### config.mk
export PLATFORM = sky130hd
export DESIGN_NAME = tpw_inverter_pwm
export DESIGN_NICKNAME = d
export VERILOG_FILES = /design/src/logic/tpw_pkg.sv /design/src/logic/tpw_inverter_pwm.sv /design/src/logic/tpw_phase_timer.sv
export VERILOG_INCLUDE_DIRS = /design/src /design/src/logic
export SDC_FILE = /design/constraint.sdc
export NUM_CORES = 1
export LEC_CHECK = 0
export ABC_AREA = 1
export BUFFER_PORTS_ARGS = -buffer_cell sky130_fd_sc_hd__clkbuf_2
export CELL_PAD_IN_SITES_DETAIL_PLACEMENT = 0
export CELL_PAD_IN_SITES_GLOBAL_PLACEMENT = 1
export CORE_ASPECT_RATIO = 1.75
export CORE_MARGIN = 10
export CORE_UTILIZATION = 25
export CTS_BUF_LIST = sky130_fd_sc_hd__clkbuf_16
export DETAILED_ROUTE_END_ITERATION = 8
export PLACE_DENSITY_LB_ADDON = 0.05
export SETUP_SLACK_MARGIN = 0.2
export SYNTH_ARGS = -nofsm -noshare
export SYNTH_HDL_FRONTEND = slang
export SYNTH_HIERARCHICAL = 1
export SYNTH_SLANG_ARGS = --single-unit
### constraint.sdc
create_clock -name CLK_IN -period 5.8 [get_ports CLK_IN]
set_input_delay 0.29 -clock CLK_IN [delete_from_list [all_inputs] [get_ports CLK_IN]]
set_output_delay 0.29 -clock CLK_IN [all_outputs]
set_load 0.03 [all_outputs]
### src/logic/tpw_map.svh
/*
 * Register offsets, field positions and reset values of the three-phase
 * inverter waveform generator.
 * Assumes byte addresses on a 32-bit Avalon-MM slave, one word per register.
 */
`ifndef TPW_MAP_SVH
`define TPW_MAP_SVH

// byte offsets
`define TPW_OFF_CONTROL      6'h00
`define TPW_OFF_STATUS       6'h04
`define TPW_OFF_HALF_PERIOD  6'h08
`define TPW_OFF_DEAD_TIME    6'h0C
`define TPW_OFF_SYNC_WIDTH   6'h10
`define TPW_OFF_DUTY_A       6'h14
`define TPW_OFF_DUTY_B       6'h18
`define TPW_OFF_DUTY_C       6'h1C
`define TPW_OFF_GATE_EN      6'h20
`define TPW_OFF_CHOPPER      6'h24

// waveform_control bits
`define TPW_CTRL_RUN         0
`define TPW_CTRL_EXT_SYNC    1
`define TPW_CTRL_DOUBLE      2
`define TPW_CTRL_RESYNC      3

// waveform_status bits
`define TPW_STAT_HALF        0
`define TPW_STAT_TRIP        1

// output_gate_enables: bits 5..0 enables, bits 8..6 crossover
`define TPW_GATE_XOVER_LSB   6

// chopper_config bits
`define TPW_CHOP_HI_EN       8
`define TPW_CHOP_LO_EN       9

// reset values
`define TPW_RST_CONTROL      4'h0
`define TPW_RST_HALF_PERIOD  16'h0100
`define TPW_RST_DEAD_TIME    10'h000
`define TPW_RST_SYNC_WIDTH   16'h0004
`define TPW_RST_DUTY         16'h0000
`define TPW_RST_GATE_EN      9'h000
`define TPW_RST_CHOPPER      10'h000

`endif

### src/logic/tpw_pkg.sv
/*
 * Types of the three-phase inverter waveform generator.
 * Assumes tpw_map.svh supplies the numeric constants.
 */
package tpw_pkg;

    typedef struct packed {
        logic [3:0]        ctrl;
        logic [15:0]       half_period;
        logic [9:0]        dead_time;
        logic [15:0]       sync_width;
        logic [2:0][15:0]  duty;
        logic [8:0]        gate_en;
        logic [9:0]        chop_cfg;
    } tpw_regs_type;

    typedef struct packed {
        logic [15:0]       half_period;
        logic [9:0]        dead_time;
        logic [2:0][15:0]  duty;
        logic [8:0]        gate_en;
    } tpw_shadow_type;

    typedef enum logic {
        TPW_BUS_WAIT = 1'b0,
        TPW_BUS_DONE = 1'b1
    } tpw_bus_state_type;

endpackage : tpw_pkg

### src/logic/tpw_inverter_pwm.sv
/*
 * Three-phase inverter waveform generator: timing unit, output control,
 * gate-drive chopper, sync pin control, shutdown and Avalon-MM registers.
 * Assumes one core clock, synchronous inputs and a synchronous reset.
 */
// What this block does
// - six gate outputs, three high/low pairs
// - complementary centre-aligned dead-time adjusted pairs
// - per-output enable bit, cleared means off
// - per-pair crossover swaps high and low
// - chopper frequency from 8-bit config field
// - separate chop enables for high, low sides
// - single update: one sync, reload per period
// - double update: extra midpoint sync and reload
// - internal sync pin pulse, width from register
// - control bit picks driving or accepting sync
// - control bit selects external sync synchroniser
// - trip low forces outputs high, unclocked
// - trip shutdown resets the timing unit
// - status shows trip input level
// - status shows first or second half
// - interrupt per sync, another on shutdown
// - all timing runs on core clock
// - half-period register counts clocks per half
// - one 10-bit dead time, times two
// - control bit 2 double update, reset single
// - timing outputs active low
`timescale 1ns/1ps
`include "tpw_map.svh"

module tpw_inverter_pwm
    import tpw_pkg::*;
(
    input  wire logic         CLK_IN,
    input  wire logic         RST_IN,
    input  wire logic [5:0]   AVS_ADDRESS_IN,
    input  wire logic         AVS_READ_IN,
    input  wire logic         AVS_WRITE_IN,
    input  wire logic [31:0]  AVS_WRITEDATA_IN,
    input  wire logic [3:0]   AVS_BYTEENABLE_IN,
    output logic [31:0]       AVS_READDATA_OUT,
    output logic              AVS_WAITREQUEST_OUT,
    input  wire logic         SHUTDOWN_TRIP_N_IN,
    input  wire logic         SYNC_PIN_IN,
    output logic              SYNC_PIN_OUT,
    output logic              SYNC_PIN_OE_OUT,
    output logic              PHASE_A_HIGH_OUT,
    output logic              PHASE_A_LOW_OUT,
    output logic              PHASE_B_HIGH_OUT,
    output logic              PHASE_B_LOW_OUT,
    output logic              PHASE_C_HIGH_OUT,
    output logic              PHASE_C_LOW_OUT,
    output logic              SYNC_IRQ_OUT,
    output logic              TRIP_IRQ_OUT
);

    function automatic logic [31:0] merge_be(input logic [31:0] old_w,
                                             input logic [31:0] new_w,
                                             input logic [3:0]  be);
        logic [31:0] r;
        r = old_w;
        for (int b = 0; b < 4; b++) begin
            if (be[b]) begin
                r[8*b +: 8] = new_w[8*b +: 8];
            end
        end
        return r;
    endfunction : merge_be

    ////////////////////////////////////////////////////////////////////////
    // register bus
    tpw_bus_state_type bus_q, bus_d;
    tpw_regs_type      regs_q, regs_d;
    logic [31:0]       rdata_q, rdata_d;
    logic              waitreq_q, waitreq_d;
    logic [31:0]       rd_word;
    logic [31:0]       wr_word;
    logic              half_q;
    logic              trip_q;

    always_comb begin
        case (AVS_ADDRESS_IN)
            `TPW_OFF_CONTROL:     rd_word = 32'(regs_q.ctrl);
            `TPW_OFF_STATUS:      rd_word = 32'({trip_q, half_q});
            `TPW_OFF_HALF_PERIOD: rd_word = 32'(regs_q.half_period);
            `TPW_OFF_DEAD_TIME:   rd_word = 32'(regs_q.dead_time);
            `TPW_OFF_SYNC_WIDTH:  rd_word = 32'(regs_q.sync_width);
            `TPW_OFF_DUTY_A:      rd_word = 32'(regs_q.duty[0]);
            `TPW_OFF_DUTY_B:      rd_word = 32'(regs_q.duty[1]);
            `TPW_OFF_DUTY_C:      rd_word = 32'(regs_q.duty[2]);
            `TPW_OFF_GATE_EN:     rd_word = 32'(regs_q.gate_en);
            `TPW_OFF_CHOPPER:     rd_word = 32'(regs_q.chop_cfg);
            default:              rd_word = 32'h0000_0000;
        endcase
        wr_word = merge_be(rd_word, AVS_WRITEDATA_IN, AVS_BYTEENABLE_IN);
    end

    // answer one cycle after the request; a write lands at the edge
    // where the master sees waitrequest low
    always_comb begin
        bus_d     = bus_q;
        regs_d    = regs_q;
        rdata_d   = rdata_q;
        waitreq_d = 1'b1;
        unique case (bus_q)
            TPW_BUS_WAIT: begin
                if (AVS_READ_IN || AVS_WRITE_IN) begin
                    bus_d     = TPW_BUS_DONE;
                    waitreq_d = 1'b0;
                    if (AVS_READ_IN) begin
                        rdata_d = rd_word;
                    end
                end
            end
            TPW_BUS_DONE: begin
                bus_d = TPW_BUS_WAIT;
                if (AVS_WRITE_IN) begin
                    case (AVS_ADDRESS_IN)
                        `TPW_OFF_CONTROL:     regs_d.ctrl        = wr_word[3:0];
                        `TPW_OFF_HALF_PERIOD: regs_d.half_period = wr_word[15:0];
                        `TPW_OFF_DEAD_TIME:   regs_d.dead_time   = wr_word[9:0];
                        `TPW_OFF_SYNC_WIDTH:  regs_d.sync_width  = wr_word[15:0];
                        `TPW_OFF_DUTY_A:      regs_d.duty[0]     = wr_word[15:0];
                        `TPW_OFF_DUTY_B:      regs_d.duty[1]     = wr_word[15:0];
                        `TPW_OFF_DUTY_C:      regs_d.duty[2]     = wr_word[15:0];
                        `TPW_OFF_GATE_EN:     regs_d.gate_en     = wr_word[8:0];
                        `TPW_OFF_CHOPPER:     regs_d.chop_cfg    = wr_word[9:0];
                        default:              regs_d             = regs_q;
                    endcase
                end
            end
        endcase
    end

    always_ff @(posedge CLK_IN) begin
        if (RST_IN) begin
            bus_q              <= TPW_BUS_WAIT;
            waitreq_q          <= 1'b1;
            rdata_q            <= 32'h0000_0000;
            regs_q.ctrl        <= `TPW_RST_CONTROL;
            regs_q.half_period <= `TPW_RST_HALF_PERIOD;
            regs_q.dead_time   <= `TPW_RST_DEAD_TIME;
            regs_q.sync_width  <= `TPW_RST_SYNC_WIDTH;
            regs_q.duty        <= {3{`TPW_RST_DUTY}};
            regs_q.gate_en     <= `TPW_RST_GATE_EN;
            regs_q.chop_cfg    <= `TPW_RST_CHOPPER;
        end else begin
            bus_q     <= bus_d;
            waitreq_q <= waitreq_d;
            rdata_q   <= rdata_d;
            regs_q    <= regs_d;
        end
    end

    assign AVS_READDATA_OUT    = rdata_q;
    assign AVS_WAITREQUEST_OUT = waitreq_q;

    ////////////////////////////////////////////////////////////////////////
    // sync pin input; first stage feeds only the second
    logic sy1_q, sy2_q, sy3_q, sraw_q;
    logic ext_edge;
    logic ext_accept;

    always_ff @(posedge CLK_IN) begin
        if (RST_IN) begin
            sy1_q  <= 1'b0;
            sy2_q  <= 1'b0;
            sy3_q  <= 1'b0;
            sraw_q <= 1'b0;
        end else begin
            sy1_q  <= SYNC_PIN_IN;
            sy2_q  <= sy1_q;
            sy3_q  <= sy2_q;
            sraw_q <= SYNC_PIN_IN;
        end
    end

    // pulses of three or more clocks are never missed by either path
    assign ext_edge   = regs_q.ctrl[`TPW_CTRL_RESYNC] ? (sy2_q & ~sy3_q)
                                                      : (SYNC_PIN_IN & ~sraw_q);
    assign ext_accept = regs_q.ctrl[`TPW_CTRL_EXT_SYNC] & ext_edge;

    ////////////////////////////////////////////////////////////////////////
    // half-period counter, sync events, shadow reload
    tpw_shadow_type sh_q, sh_d, sh_load;
    logic [15:0]    cnt_q, cnt_d;
    logic           half_d;
    logic           psync_q, psync_d;
    logic           timer_rst;
    logic           last_tick;

    assign timer_rst = ~trip_q | ~regs_q.ctrl[`TPW_CTRL_RUN];
    // half periods of 0 or 1 are not meaningful; 1 wraps every clock, 0 counts 65536 clocks
    assign last_tick = cnt_q >= (sh_q.half_period - 16'h0001);
    assign sh_load   = '{half_period: regs_q.half_period, dead_time: regs_q.dead_time,
                         duty: regs_q.duty, gate_en: regs_q.gate_en};

    always_comb begin
        cnt_d   = cnt_q + 16'h0001;
        half_d  = half_q;
        psync_d = 1'b0;
        sh_d    = sh_q;
        if (timer_rst) begin
            cnt_d  = 16'h0000;
            half_d = 1'b0;
            sh_d   = sh_load;
        end else if (ext_accept) begin
            cnt_d   = 16'h0000;
            half_d  = 1'b0;
            psync_d = 1'b1;
            sh_d    = sh_load;
        end else if (last_tick) begin
            cnt_d   = 16'h0000;
            half_d  = ~half_q;
            psync_d = half_q | regs_q.ctrl[`TPW_CTRL_DOUBLE];
            if (psync_d) begin
                sh_d = sh_load;
            end
        end
    end

    always_ff @(posedge CLK_IN) begin
        if (RST_IN) begin
            cnt_q   <= 16'h0000;
            half_q  <= 1'b0;
            psync_q <= 1'b0;
            sh_q    <= '{half_period: `TPW_RST_HALF_PERIOD, dead_time: `TPW_RST_DEAD_TIME,
                         duty: {3{`TPW_RST_DUTY}}, gate_en: `TPW_RST_GATE_EN};
        end else begin
            cnt_q   <= cnt_d;
            half_q  <= half_d;
            psync_q <= psync_d;
            sh_q    <= sh_d;
        end
    end

    ////////////////////////////////////////////////////////////////////////
    // sync pin output, interrupts, trip sampling
    logic [15:0] wid_q, wid_d;
    logic        sync_out_q, sync_oe_q, sync_irq_q, trip_irq_q;

    always_comb begin
        if (psync_q) begin
            wid_d = regs_q.sync_width;
        end else if (wid_q != 16'h0000) begin
            wid_d = wid_q - 16'h0001;
        end else begin
            wid_d = 16'h0000;
        end
    end

    always_ff @(posedge CLK_IN) begin
        if (RST_IN) begin
            wid_q      <= 16'h0000;
            sync_out_q <= 1'b0;
            sync_oe_q  <= 1'b0;
            sync_irq_q <= 1'b0;
            trip_irq_q <= 1'b0;
            trip_q     <= 1'b1;
        end else begin
            wid_q      <= wid_d;
            sync_out_q <= (wid_d != 16'h0000) & ~regs_q.ctrl[`TPW_CTRL_EXT_SYNC];
            sync_oe_q  <= ~regs_q.ctrl[`TPW_CTRL_EXT_SYNC];
            sync_irq_q <= psync_q;
            trip_irq_q <= trip_q & ~SHUTDOWN_TRIP_N_IN;
            trip_q     <= SHUTDOWN_TRIP_N_IN;
        end
    end

    assign SYNC_PIN_OUT    = sync_out_q;
    assign SYNC_PIN_OE_OUT = sync_oe_q;
    assign SYNC_IRQ_OUT    = sync_irq_q;
    assign TRIP_IRQ_OUT    = trip_irq_q;

    ////////////////////////////////////////////////////////////////////////
    // timing unit, crossover, chopper, enables
    logic [7:0] chop_cnt_q, chop_cnt_d;
    logic       chop_q, chop_d;
    logic [2:0] hi_n, lo_n;
    logic [5:0] drv_q, drv_d;

    always_comb begin
        chop_cnt_d = chop_cnt_q + 8'h01;
        chop_d     = chop_q;
        if (chop_cnt_q >= regs_q.chop_cfg[7:0]) begin
            chop_cnt_d = 8'h00;
            chop_d     = ~chop_q;
        end
    end

    for (genvar i = 0; i < 3; i++) begin : g_phase
        logic hi_x, lo_x, hi_c, lo_c;

        tpw_phase_timer #(
            .CNT_W (16),
            .DT_W  (10)
        ) u_timer (
            .clk_in         (CLK_IN),
            .rst_in         (RST_IN | timer_rst),
            .half_in        (half_q),
            .count_in       (cnt_q),
            .half_period_in (sh_q.half_period),
            .duty_in        (sh_q.duty[i]),
            .dead_time_in   (sh_q.dead_time),
            .hi_n_out       (hi_n[i]),
            .lo_n_out       (lo_n[i])
        );

        assign hi_x = sh_q.gate_en[`TPW_GATE_XOVER_LSB+i] ? lo_n[i] : hi_n[i];
        assign lo_x = sh_q.gate_en[`TPW_GATE_XOVER_LSB+i] ? hi_n[i] : lo_n[i];
        // active-low drive: on only while the chop wave is high
        assign hi_c = hi_x | (regs_q.chop_cfg[`TPW_CHOP_HI_EN] & ~chop_q);
        assign lo_c = lo_x | (regs_q.chop_cfg[`TPW_CHOP_LO_EN] & ~chop_q);
        assign drv_d[2*i]   = hi_c | ~sh_q.gate_en[2*i];
        assign drv_d[2*i+1] = lo_c | ~sh_q.gate_en[2*i+1];
    end

    always_ff @(posedge CLK_IN) begin
        if (RST_IN) begin
            chop_cnt_q <= 8'h00;
            chop_q     <= 1'b0;
            drv_q      <= 6'h3F;
        end else begin
            chop_cnt_q <= chop_cnt_d;
            chop_q     <= chop_d;
            drv_q      <= drv_d;
        end
    end

    // trip bypasses every flop so shutdown holds with a dead clock
    assign PHASE_A_HIGH_OUT = drv_q[0] | ~SHUTDOWN_TRIP_N_IN;
    assign PHASE_A_LOW_OUT  = drv_q[1] | ~SHUTDOWN_TRIP_N_IN;
    assign PHASE_B_HIGH_OUT = drv_q[2] | ~SHUTDOWN_TRIP_N_IN;
    assign PHASE_B_LOW_OUT  = drv_q[3] | ~SHUTDOWN_TRIP_N_IN;
    assign PHASE_C_HIGH_OUT = drv_q[4] | ~SHUTDOWN_TRIP_N_IN;
    assign PHASE_C_LOW_OUT  = drv_q[5] | ~SHUTDOWN_TRIP_N_IN;
endmodule : tpw_inverter_pwm

### src/logic/tpw_phase_timer.sv
/*
 * One phase of the timing unit: centre-based complementary pair with
 * dead time, active low.
 * Assumes count/half come from a shared half-period counter.
 */
`timescale 1ns/1ps

module tpw_phase_timer #(
    parameter int CNT_W = 16,
    parameter int DT_W  = 10
) (
    input  wire logic              clk_in,
    input  wire logic              rst_in,
    input  wire logic              half_in,
    input  wire logic [CNT_W-1:0]  count_in,
    input  wire logic [CNT_W-1:0]  half_period_in,
    input  wire logic [CNT_W-1:0]  duty_in,
    input  wire logic [DT_W-1:0]   dead_time_in,
    output logic                   hi_n_out,
    output logic                   lo_n_out
);

    logic [CNT_W+1:0] pos;
    logic [CNT_W+1:0] hp;
    logic [CNT_W+1:0] duty;
    logic [CNT_W+1:0] dt;
    logic             hi_on;
    logic             lo_on;
    logic             hi_n_d;
    logic             lo_n_d;
    logic             hi_n_q;
    logic             lo_n_q;

    assign pos  = (CNT_W+2)'(count_in);
    assign hp   = (CNT_W+2)'(half_period_in);
    assign duty = (CNT_W+2)'(duty_in);
    assign dt   = (CNT_W+2)'(dead_time_in);

    ////////////////////////////////////////////////////////////////////////
    // both edges move dt away from the duty instant, so the gap is 2*dt
    always_comb begin
        if (!half_in) begin
            hi_on = (pos + duty) >= (hp + dt);
            lo_on = (pos + duty + dt) < hp;
        end else begin
            hi_on = (pos + dt) < duty;
            lo_on = pos >= (duty + dt);
        end
        hi_n_d = ~hi_on;
        lo_n_d = ~lo_on;
    end

    always_ff @(posedge clk_in) begin
        if (rst_in) begin
            hi_n_q <= 1'b1;
            lo_n_q <= 1'b1;
        end else begin
            hi_n_q <= hi_n_d;
            lo_n_q <= lo_n_d;
        end
    end

    assign hi_n_out = hi_n_q;
    assign lo_n_out = lo_n_q;
endmodule : tpw_phase_timer

After elaboration in Yosys (flattened, before gate mapping)
Index checks and enable logic that the tools add are counted.

Bits in registers: 293. Bits of input ports: 48. Output and inout bits: 43.

Add/subtract/negate cells: 15. Magnitude comparators: 14. Equality and inequality tests: 9. Multiplexer cells: 27. Bitwise operators: 49. Reduce and logical (&&, ||, !) cells: 22.

Operator list (count): 83-bit two-way mux (4); 16-bit one-hot mux with 10 select lines (1); 18-bit by 16-bit < comparator with 1-bit output (6); 16-bit by 10-bit adder with 17-bit output (5); 18-bit by 10-bit adder with 18-bit output (3); 16-bit by 18-bit greater-or-equal comparator with 1-bit output (3); 18-bit greater-or-equal comparator (3); 16-bit by 16-bit adder with 17-bit output (3); 16-bit two-way mux (2); 16-bit nonzero test (2); 16-bit by 1-bit subtractor with 16-bit output (second input constant) (2); 3-bit AND reduction (10); 6-bit by 5-bit equality test with 1-bit output (second input constant) (4); 1-bit inverter (21); 1-bit OR (21); 1-bit two-way mux (17); 16-bit by 1-bit adder with 16-bit output (second input constant) (1); 16-bit greater-or-equal comparator (1); 8-bit two-way mux (2); 6-bit by 4-bit equality test with 1-bit output (second input constant) (2); 6-bit equality test (second input constant) (2); 8-bit by 1-bit adder with 8-bit output (second input constant) (1); 8-bit greater-or-equal comparator (1); 1-bit bitwise AND (7); 9 further kinds (12).

Longest topological paths before layout
Gate-level depths: netlist of the first run.

Depth after elaboration: 6. Gate-level depth with buffers: 31. Mapped depth without buffers: 31.

Cells and area by module
The synthesis of the first run kept the hierarchy.

Modules (own cells, without submodules): tpw_inverter_pwm (instances 1, cells an instance 1651, area each 12295.5 sq um); tpw_phase_timer (g_phase[1].u_timer) (instances 1, cells an instance 782, area each 4912.2 sq um); tpw_phase_timer (g_phase[0].u_timer) (instances 1, cells an instance 764, area each 4789.6 sq um); tpw_phase_timer (g_phase[2].u_timer) (instances 1, cells an instance 753, area each 4755.8 sq um).

Worst setup path before layout of the first run
No wires, ideal clock.

Path type: register to register. Start: register cnt_q[1]. End: register g_phase[1].u_timer.lo_n_q. Setup time: 0.115 ns. Data arrival time: 3.999 ns. Required time: 5.685 ns. Path slack: 1.685 ns. Cell stages (with the launch flop): 31. Clock period less this slack: 4.115 ns. Cells stage by stage: dfxtp_1 > inv_1 > fa_1 > inv_1 > nand3_1 > nand3_1 > nand2_1 > nand2_1 > xor2_1 > ha_1 > nand2_1 > nor2_1 > nand3_1 > nand3_1 > nand2_1 > nand2_1 > nand2_2 > nor2_4 > xor2_1 > inv_1 > ha_1 > nand2_1 > nor2_1 > a211oi_1 > nand2_1 > nand2_1 > nand2_1 > a21oi_2 > nand3_1 > nand2_1 > nand2_1.

Cells in the longest elaborated chain, start to end: 5.

RTL lines: from (decl) (RTL line tpw_inverter_pwm.sv:186) `logic [15:0] cnt_q, cnt_d;`; from (signal assigned) (RTL line tpw_inverter_pwm.sv:230) `cnt_q <= cnt_d;`; 16-bit by 16-bit adder with 17-bit output (RTL line tpw_phase_timer.sv:44) `lo_on = (pos + duty + dt) < hp;`; 18-bit by 10-bit adder with 18-bit output (RTL line tpw_phase_timer.sv:44); 18-bit by 16-bit < comparator with 1-bit output (RTL line tpw_phase_timer.sv:44); 1-bit two-way mux * (RTL line tpw_phase_timer.sv:42) `if (!half_in) begin`; 1-bit inverter * (RTL line tpw_phase_timer.sv:50) `lo_n_d = ~lo_on;`; to (signal assigned) (RTL line tpw_phase_timer.sv:59) `lo_n_q <= lo_n_d;`; to (decl) (RTL line tpw_phase_timer.sv:32) `logic lo_n_q;`.

Every way passes the cells marked *; elsewhere a longest branch is shown, timed or not. A chain may end at the register's enable or synchronous reset.

Final worst setup path of the first run
Start: register sh_q[58] in the netlist's numbering. End: register g_phase[0].u_timer.hi_n_q.

Cells in the longest elaborated chain, start to end: 4.

RTL lines: from (decl) (RTL line tpw_inverter_pwm.sv:185) `tpw_shadow_type sh_q, sh_d, sh_load;`; from (signal assigned) (RTL line tpw_inverter_pwm.sv:227) `` sh_q <= '{half_period: `TPW_RST_HALF_PERIOD, dead_time: `TPW_RST_DEAD_TIME, ``; 16-bit by 10-bit adder with 17-bit output, on equally long branches (RTL line tpw_phase_timer.sv:43, tpw_phase_timer.sv:46); 18-bit greater-or-equal comparator or 18-bit by 16-bit < comparator with 1-bit output (tied branches) (RTL line tpw_phase_timer.sv:43, tpw_phase_timer.sv:46); 1-bit two-way mux * (RTL line tpw_phase_timer.sv:42); 1-bit inverter * (RTL line tpw_phase_timer.sv:49) `hi_n_d = ~hi_on;`; to (signal assigned) (RTL line tpw_phase_timer.sv:58) `hi_n_q <= hi_n_d;`; to (decl) (RTL line tpw_phase_timer.sv:31) `logic hi_n_q;`.

Marked as above.

==> flow_summary.yaml, run 1 <==
timing:
  tightest_slew_ps: 1210
  setup-violations-final: 0
  fin_tns_setup_ps: 0
  fmax_ghz: 0.204
  skew_ps: 28.2
  period_needed_ps: 4910
  whs_ps: 72.4
  max_slew_margin_pct: 19.3
  drv_slew: 0
  fin_ws_ps: 886
  rsz0062_at_grt: "no"
  hold_viol: 0
  fin_crit_sh_pct: 84.7
grt:
  grt_pass1_wl_um: 172000
  grt_pass1_vias: 26500
  grt_overflow_total: 0
  grt_util_all_layers_pct: 19.2
  grt_max_degree: 156
  antenna_found_initial: 0
clock_tree:
  clk_pin_slew_worst_paths_ps: 70
  clock_tree.root_cell: "clkbuf_16"
  cts_buffer_depth: 3
  cts_tree: "yes"
  tritoncts.num_buffers: 28
  cts_resized: 0
  cts_max_level: 1
  clock_sinks: 277
  clkLatencyLatePin_ps: 610
synthesis:
  synth_edf_count: 0
  synth-seq-cells: 277
  ys_seq_area_share_pct: 20.7
  ys_warn_count: 6
  synth_most_common_cell: "nand2_1"
  avgSynthCellArea_sq_um: 6.77
  synth_common_cells: "nand2_1, inv_1, nor2_1"
  synth_top_flop_cell: "dfxtp_1"
  synthArstFlopShare_pct: 0
  synth_cell_types: 63
  synth.largest_area_cell: "dfxtp_1"
  synthCells: 3950
  syn_area_sq_mm: 0.0268
  synth_top_area_share_pct: 20.7
  ys_top_cells_by_area: "dfxtp_1, ha_1, nand2_1"
final_layout:
  nNetsFinal: 4504
  syn2layout_area_growth_pct: 11.8
  fillCellCount: 12000
  drive_gt1_share_pct: 10.1
routing:
  routed_wl_um: 118000
  drc: 0
  viasPerCell: 4.65
  firstDrtPassIters: 5
  postRouteAntennaNets: 0
  vias: 25300
  dr.first_iter.drc_count: 927
  wl_per_cell_um: 21.6
power_and_ir_drop:
  power_density_mw_per_mm2: 160
  p_leak_nw: 14.9
  irDropWorstVdd_uv: 309
critical_path:
  path_cells: "ha_1 -> nand3_1 -> nand2_1 -> a21oi_1 -> o21ai_0 -> a31oi_1 -> nor2_1 -> xor2_1 -> ha_1 -> nand2_1 -> nor4_1 -> o2111ai_1 -> nand4_1 -> nor2_1 -> nor2_1 -> nand2_1"
  path_buf_inv: 0
  cp_top_family: "simple AND/OR/NAND/NOR gates"
  crit_required_ps: 6150
  critPathMaxFanout: 11
  cp_slowest_cell: "dfxtp_1"
  crit_type: "reg -> reg"
  slowest_delay_ps: 860
  arrival_ps: 5270
  cp-start-kind: "register"
  cp-end-kind: "register"
place:
  io_buffers: 56
  globalplace.congestion: 0.865
  place_ws_ps: 786
  place_hpwl_um: 99100
die:
  die_x_um: 267
  io_pins: 91
  num_rows: 158
  start_util_pct: 25.2
  die_area_sq_mm: 0.121
  core_sq_mm: 0.106
  chipHeight_um: 453
run:
  drv_cap: 0
run_status:
  outcome: "complete, no violations"
min_path:
  hp-class: "in -> reg"
per-layer routing:
metal / share of wire [%] / vias up / global-route usage (%)
li1: - / 13200 / -
met1: 37 / 11700 / 18.9
met2: 58 / 295 / 40.5
met3: 1.5 / 100 / 0.981
met4: 4.0 / 0 / 7.23
met5: 0 / - / 0
power by group:
group          leakage (nW)  switching (W)  internal, W
registers              2.24      0.0000636      0.00197
clock network         0.436       0.000899     0.000911
logic                  12.2       0.000661     0.000290
total                  14.9        0.00162      0.00317
worst min-delay path: cells and delay by family:
kind                   cells  cell delay [ps]
AO/OA/AOI/OAI              2              240
buffers and inverters      1              110
layout by cell type, fill, tap and decap left out, types with 16 or more instances in the layout:
cell,n
nand2_1,793
inv_1,515
nor2_1,422
ha_1,389
a21oi_1,347
dfxtp_1,277
o21ai_0,252
nand3_1,180
xor2_1,146
buf_4,84
xnor2_1,66
clkbuf_2,56
nand4_1,47
nor3_1,46
nand2_2,46
inv_2,32
clkbuf_16,29
a21oi_2,26
nor2_2,23
o21ai_2,20
nand3_2,17
a31oi_1,17
conb_1,16
cell families (layout without fill, tap and decap cells):
group                    after synthesis  count (layout)  share of synthesized area [%]
other                                  1              18                         0.0140
AND/OR/NAND/NOR                     1669            1669                           27.9
XOR/XNOR                             212             212                           6.94
flip-flops                           277             277                           20.7
buffers and inverters                635             744                           9.41
AO/OA/AOI/OAI                        752             752                           15.7
adder cells (fa/ha/maj)              404             404                           19.3
layout make-up:
type / count / area [sq um] / share of cell area, %
clock inverters: 23 / 121 / 0.406
multi-input cells: 3053 / 18800 / 62.7
clock buffers: 29 / 726 / 2.43
repair buffers: 146 / 991 / 3.31
diodes: 2 / 5.00 / 0.0167
flip-flops and latches: 277 / 5550 / 18.5
inverters: 546 / 2050 / 6.87
well taps: 1360 / 1700 / 5.69
sequential cells by signal (all words and copies together), names as in the netlist, 3 cells and up:
register                  count
AVS_READDATA_OUT             16
chop_cnt_q                    8
cnt_q                        16
drv_q                         6
g_phase.u_timer/hi_n_out      3
g_phase.u_timer/lo_n_out      3
regs_q                      113
sh_q                         83
wid_q                        16
per-stage QoR:
stage          total power, W  instances  utilization (%)  area, sq um
3_3_place_gp          0.00305       5378             27.3        29000
2_1_floorplan         0.00273       3965                -        26800
5_1_grt               0.00506       5434             28.2        29900
4_1_cts               0.00489       5434             28.2        29900
3_5_place_dp          0.00305       5378             27.3        29000
6_report              0.00479       5436             28.2        29900
final timing paths:
check                        startpoint                                      to  slack, ps  cells after the start
setup / recovery  sh_q[58]$_SDFFE_PP0P_  g_phase[0].u_timer/hi_n_out$_SDFF_PP1_        890                     16
hold / removal     AVS_WRITEDATA_IN[13]                 regs_q[64]$_SDFFE_PP0P_         70                      3
setup reg to reg  sh_q[58]$_SDFFE_PP0P_  g_phase[0].u_timer/hi_n_out$_SDFF_PP1_        890                     16
hold reg to reg    sh_q[3]$_SDFFE_PP0P_                     drv_q[3]$_SDFF_PP1_        410                      1
repair_timing:
| item | 4_1_cts | 5_1_grt |
|---|---|---|
| hold buffers | 4 | 0 |
| setup buffers | 0 | 0 |
| endpoints found under the hold margin | 5 | 0 |
Note: power is estimated with default switching activity, not from simulation.
==> inputs of run 2 (changes only) <==
==> constraint.sdc (replaced) <==
create_clock -name CLK_IN -period 4.1 [get_ports CLK_IN]
set_input_delay 0.205 -clock CLK_IN [delete_from_list [all_inputs] [get_ports CLK_IN]]
set_output_delay 0.205 -clock CLK_IN [all_outputs]
set_load 0.03 [all_outputs]
==> flow_summary.yaml, run 2 (synthesis gave the netlist of run 1 again) <==
run_status:
  outcome: "complete, no violations"
routing:
  vias: 26700
  routed_wl_um: 121000
  firstDrtPassIters: 5
  wl_per_cell_um: 20.7
  viasPerCell: 4.56
  dr.first_iter.drc_count: 948
  postRouteAntennaNets: 0
  drc: 0
grt:
  grt_overflow_total: 0
  grt_pass1_wl_um: 174000
  grt_pass1_vias: 27300
  grt_max_degree: 67
  antenna_found_initial: 0
  grt_util_all_layers_pct: 19.5
power_and_ir_drop:
  sw_frac_of_total_pct: 33.4
  p_leak_nw: 17.4
  power_frac_comb_pct: 19.3
  p_switching_w: 0.00233
  power_w: 0.00698
  seqPwrFrac_pct: 41.0
  irDropWorstVdd_uv: 391
  p_int_w: 0.00465
  p_clk_share_pct: 39.7
  power_density_mw_per_mm2: 200
critical_path:
  crit_type: "reg -> reg"
  slowest_delay_ps: 420
  cp-end-kind: "register"
  cp-start-kind: "register"
  crit_required_ps: 4640
  r2r_start: "cnt_q[0]$_SDFF_PP0_"
  critPathMaxFanout: 5
  cp_slowest_cell: "dfxtp_4"
  path_buf_inv: 6
  reg2reg_to: "g_phase[1].u_timer/lo_n_out$_SDFF_PP1_"
  r2r_cells: 27
  cp_top_family: "simple AND/OR/NAND/NOR gates"
  arrival_ps: 4540
  worst_path_most_repeated_cell: "nand2_1"
  r2r_setup_slack_ps: 100
final_layout:
  fillCellCount: 11700
  antenna_cells: 0
  fin_cells: 5861
  drive_gt1_share_pct: 22.4
  final_cell_mix: "nand2_1, inv_1, buf_4"
  syn2layout_area_growth_pct: 30.2
  seq_area_sq_mm: 0.00558
  nNetsFinal: 4929
  largest_reg_flops: 113
  multi_input_area_sq_mm: 0.0198
  top_regs: "regs_q (113), sh_q (83)"
  regMostFlops: "regs_q"
  layout_commonest_cell: "nand2_1"
timing:
  skew_ps: 31.1
  drv_slew: 0
  tightest_slew_ps: 1050
  period_needed_ps: 4000
  whs_ps: 44.9
  rsz0062_at_grt: "yes"
  max_slew_margin_pct: 30.0
  setup-violations-final: 0
  fin_ws_ps: 96.9
  hold_viol: 0
  fin_crit_sh_pct: 97.6
  fin_tns_setup_ps: 0
  fmax_ghz: 0.250
die:
  num_rows: 158
  chipHeight_um: 453
  die_x_um: 267
  core_sq_mm: 0.106
  die_area_sq_mm: 0.121
  io_pins: 91
  start_util_pct: 25.2
run:
  drv_cap: 0
clock_tree:
  tritoncts.num_buffers: 31
  clock_tree.root_cell: "clkbuf_16"
  clock_sinks: 277
  cts_buffer_depth: 3
  clkLatencyLatePin_ps: 630
  cts_tree: "yes"
  cts_max_level: 1
  clk_pin_slew_worst_paths_ps: 80
min_path:
  worstHoldPathCells: 3
  hp-class: "in -> reg"
  holdCritStartpoint: "AVS_WRITEDATA_IN[3]"
  min_to: "regs_q[22]$_SDFFE_PP0P_"
place:
  dp_cells: 5757
  place_ws_ps: -273
  io_buffers: 56
  place_hpwl_um: 101000
  globalplace.congestion: 0.844
[run 2: changes by cell type in the layout (fill, tap and decap cells not counted), sizes merged, moves of 3 or more]
cell	previous run	this run
buf	86	494
clkinv	17	14
dlygate4sd3	4	10
clkinvlp	1	4
clkbuf	85	94
[run 2: layout make-up]
type / instances / share of cell area, %
flip-flops and latches: 277 / 16.0
well taps: 1360 / 4.89
multi-input cells: 3054 / 56.9
repair buffers: 567 / 13.5
clock buffers: 31 / 2.23
inverters: 546 / 5.94
clock inverters: 26 / 0.446
[run 2: stage by stage]
| step | cell area (sq um) | util (%) |
|---|---|---|
| after global routing | 34800 | 32.8 |
| after floorplan | 26800 | - |
| final | 34800 | 32.8 |
| after global placement | 32200 | 30.4 |
| after CTS | 33700 | 31.7 |
| after detailed placement | 32200 | 30.4 |
[run 2: repair_timing]
| action | in CTS | in global routing |
|---|---|---|
| endpoints found under the setup margin | 87 | 85 |
| gates resized for setup | 73 | 197 |
| pin swaps | 32 | 92 |
| hold buffers | 10 | 0 |
| buffers inserted | 12 | 17 |
| hold endpoints to repair | 33 | 0 |
| gates cloned | 0 | 8 |
[run 2: worst register-to-register path, stage by stage (launching register included)]
cell,delay [ps]
dfxtp_4,420
buf_6,120
ha_4,110
inv_1,50
fa_2,390
buf_4,140
xnor2_1,120
buf_4,160
ha_4,290
nand2_1,70
nor2_1,190
nand3_1,120
nand3_2,120
nand2_1,60
nand2_1,60
nand2_2,70
nor2_4,130
buf_4,120
buf_6,100
nand3_4,60
xor2_2,180
ha_1,330
a21oi_2,140
nand2_1,80
a21oi_2,100
nand3_1,80
nand2_1,80
nand2_1,40
[run 2: worst max-delay path by stage]
stage	start	end	slack [ps]	cells past startpoint
floorplan	cnt_q[0]$_SDFF_PP0_	g_phase[1].u_timer/lo_n_out$_SDFF_PP1_	240	31
global route	cnt_q[0]$_SDFF_PP0_	g_phase[0].u_timer/lo_n_out$_SDFF_PP1_	-250	31
global placement	cnt_q[0]$_SDFF_PP0_	g_phase[2].u_timer/lo_n_out$_SDFF_PP1_	-240	28
CTS	cnt_q[0]$_SDFF_PP0_	g_phase[2].u_timer/lo_n_out$_SDFF_PP1_	80	26
finish	cnt_q[0]$_SDFF_PP0_	g_phase[1].u_timer/lo_n_out$_SDFF_PP1_	100	27
detailed placement	cnt_q[0]$_SDFF_PP0_	g_phase[2].u_timer/lo_n_out$_SDFF_PP1_	-270	27
[run 2: metal layers]
metal,vias up,routed length (um),global-route usage (%)
li1,14000,-,-
met1,12300,46000,20.1
met2,260,69100,40.0
met3,128,1610,0.975
met4,0,4550,6.90
met5,-,0,0
[run 2: power by group through the flow]
stage | logic [W] | registers, W | clock network [W]
after floorplan | 0.000947 | 0.00291 | 0
after global placement | 0.00136 | 0.00293 | 0
after detailed placement | 0.00135 | 0.00293 | 0
after CTS | 0.00136 | 0.00287 | 0.00289
after global routing | 0.00156 | 0.00288 | 0.00295
final | 0.00135 | 0.00286 | 0.00277
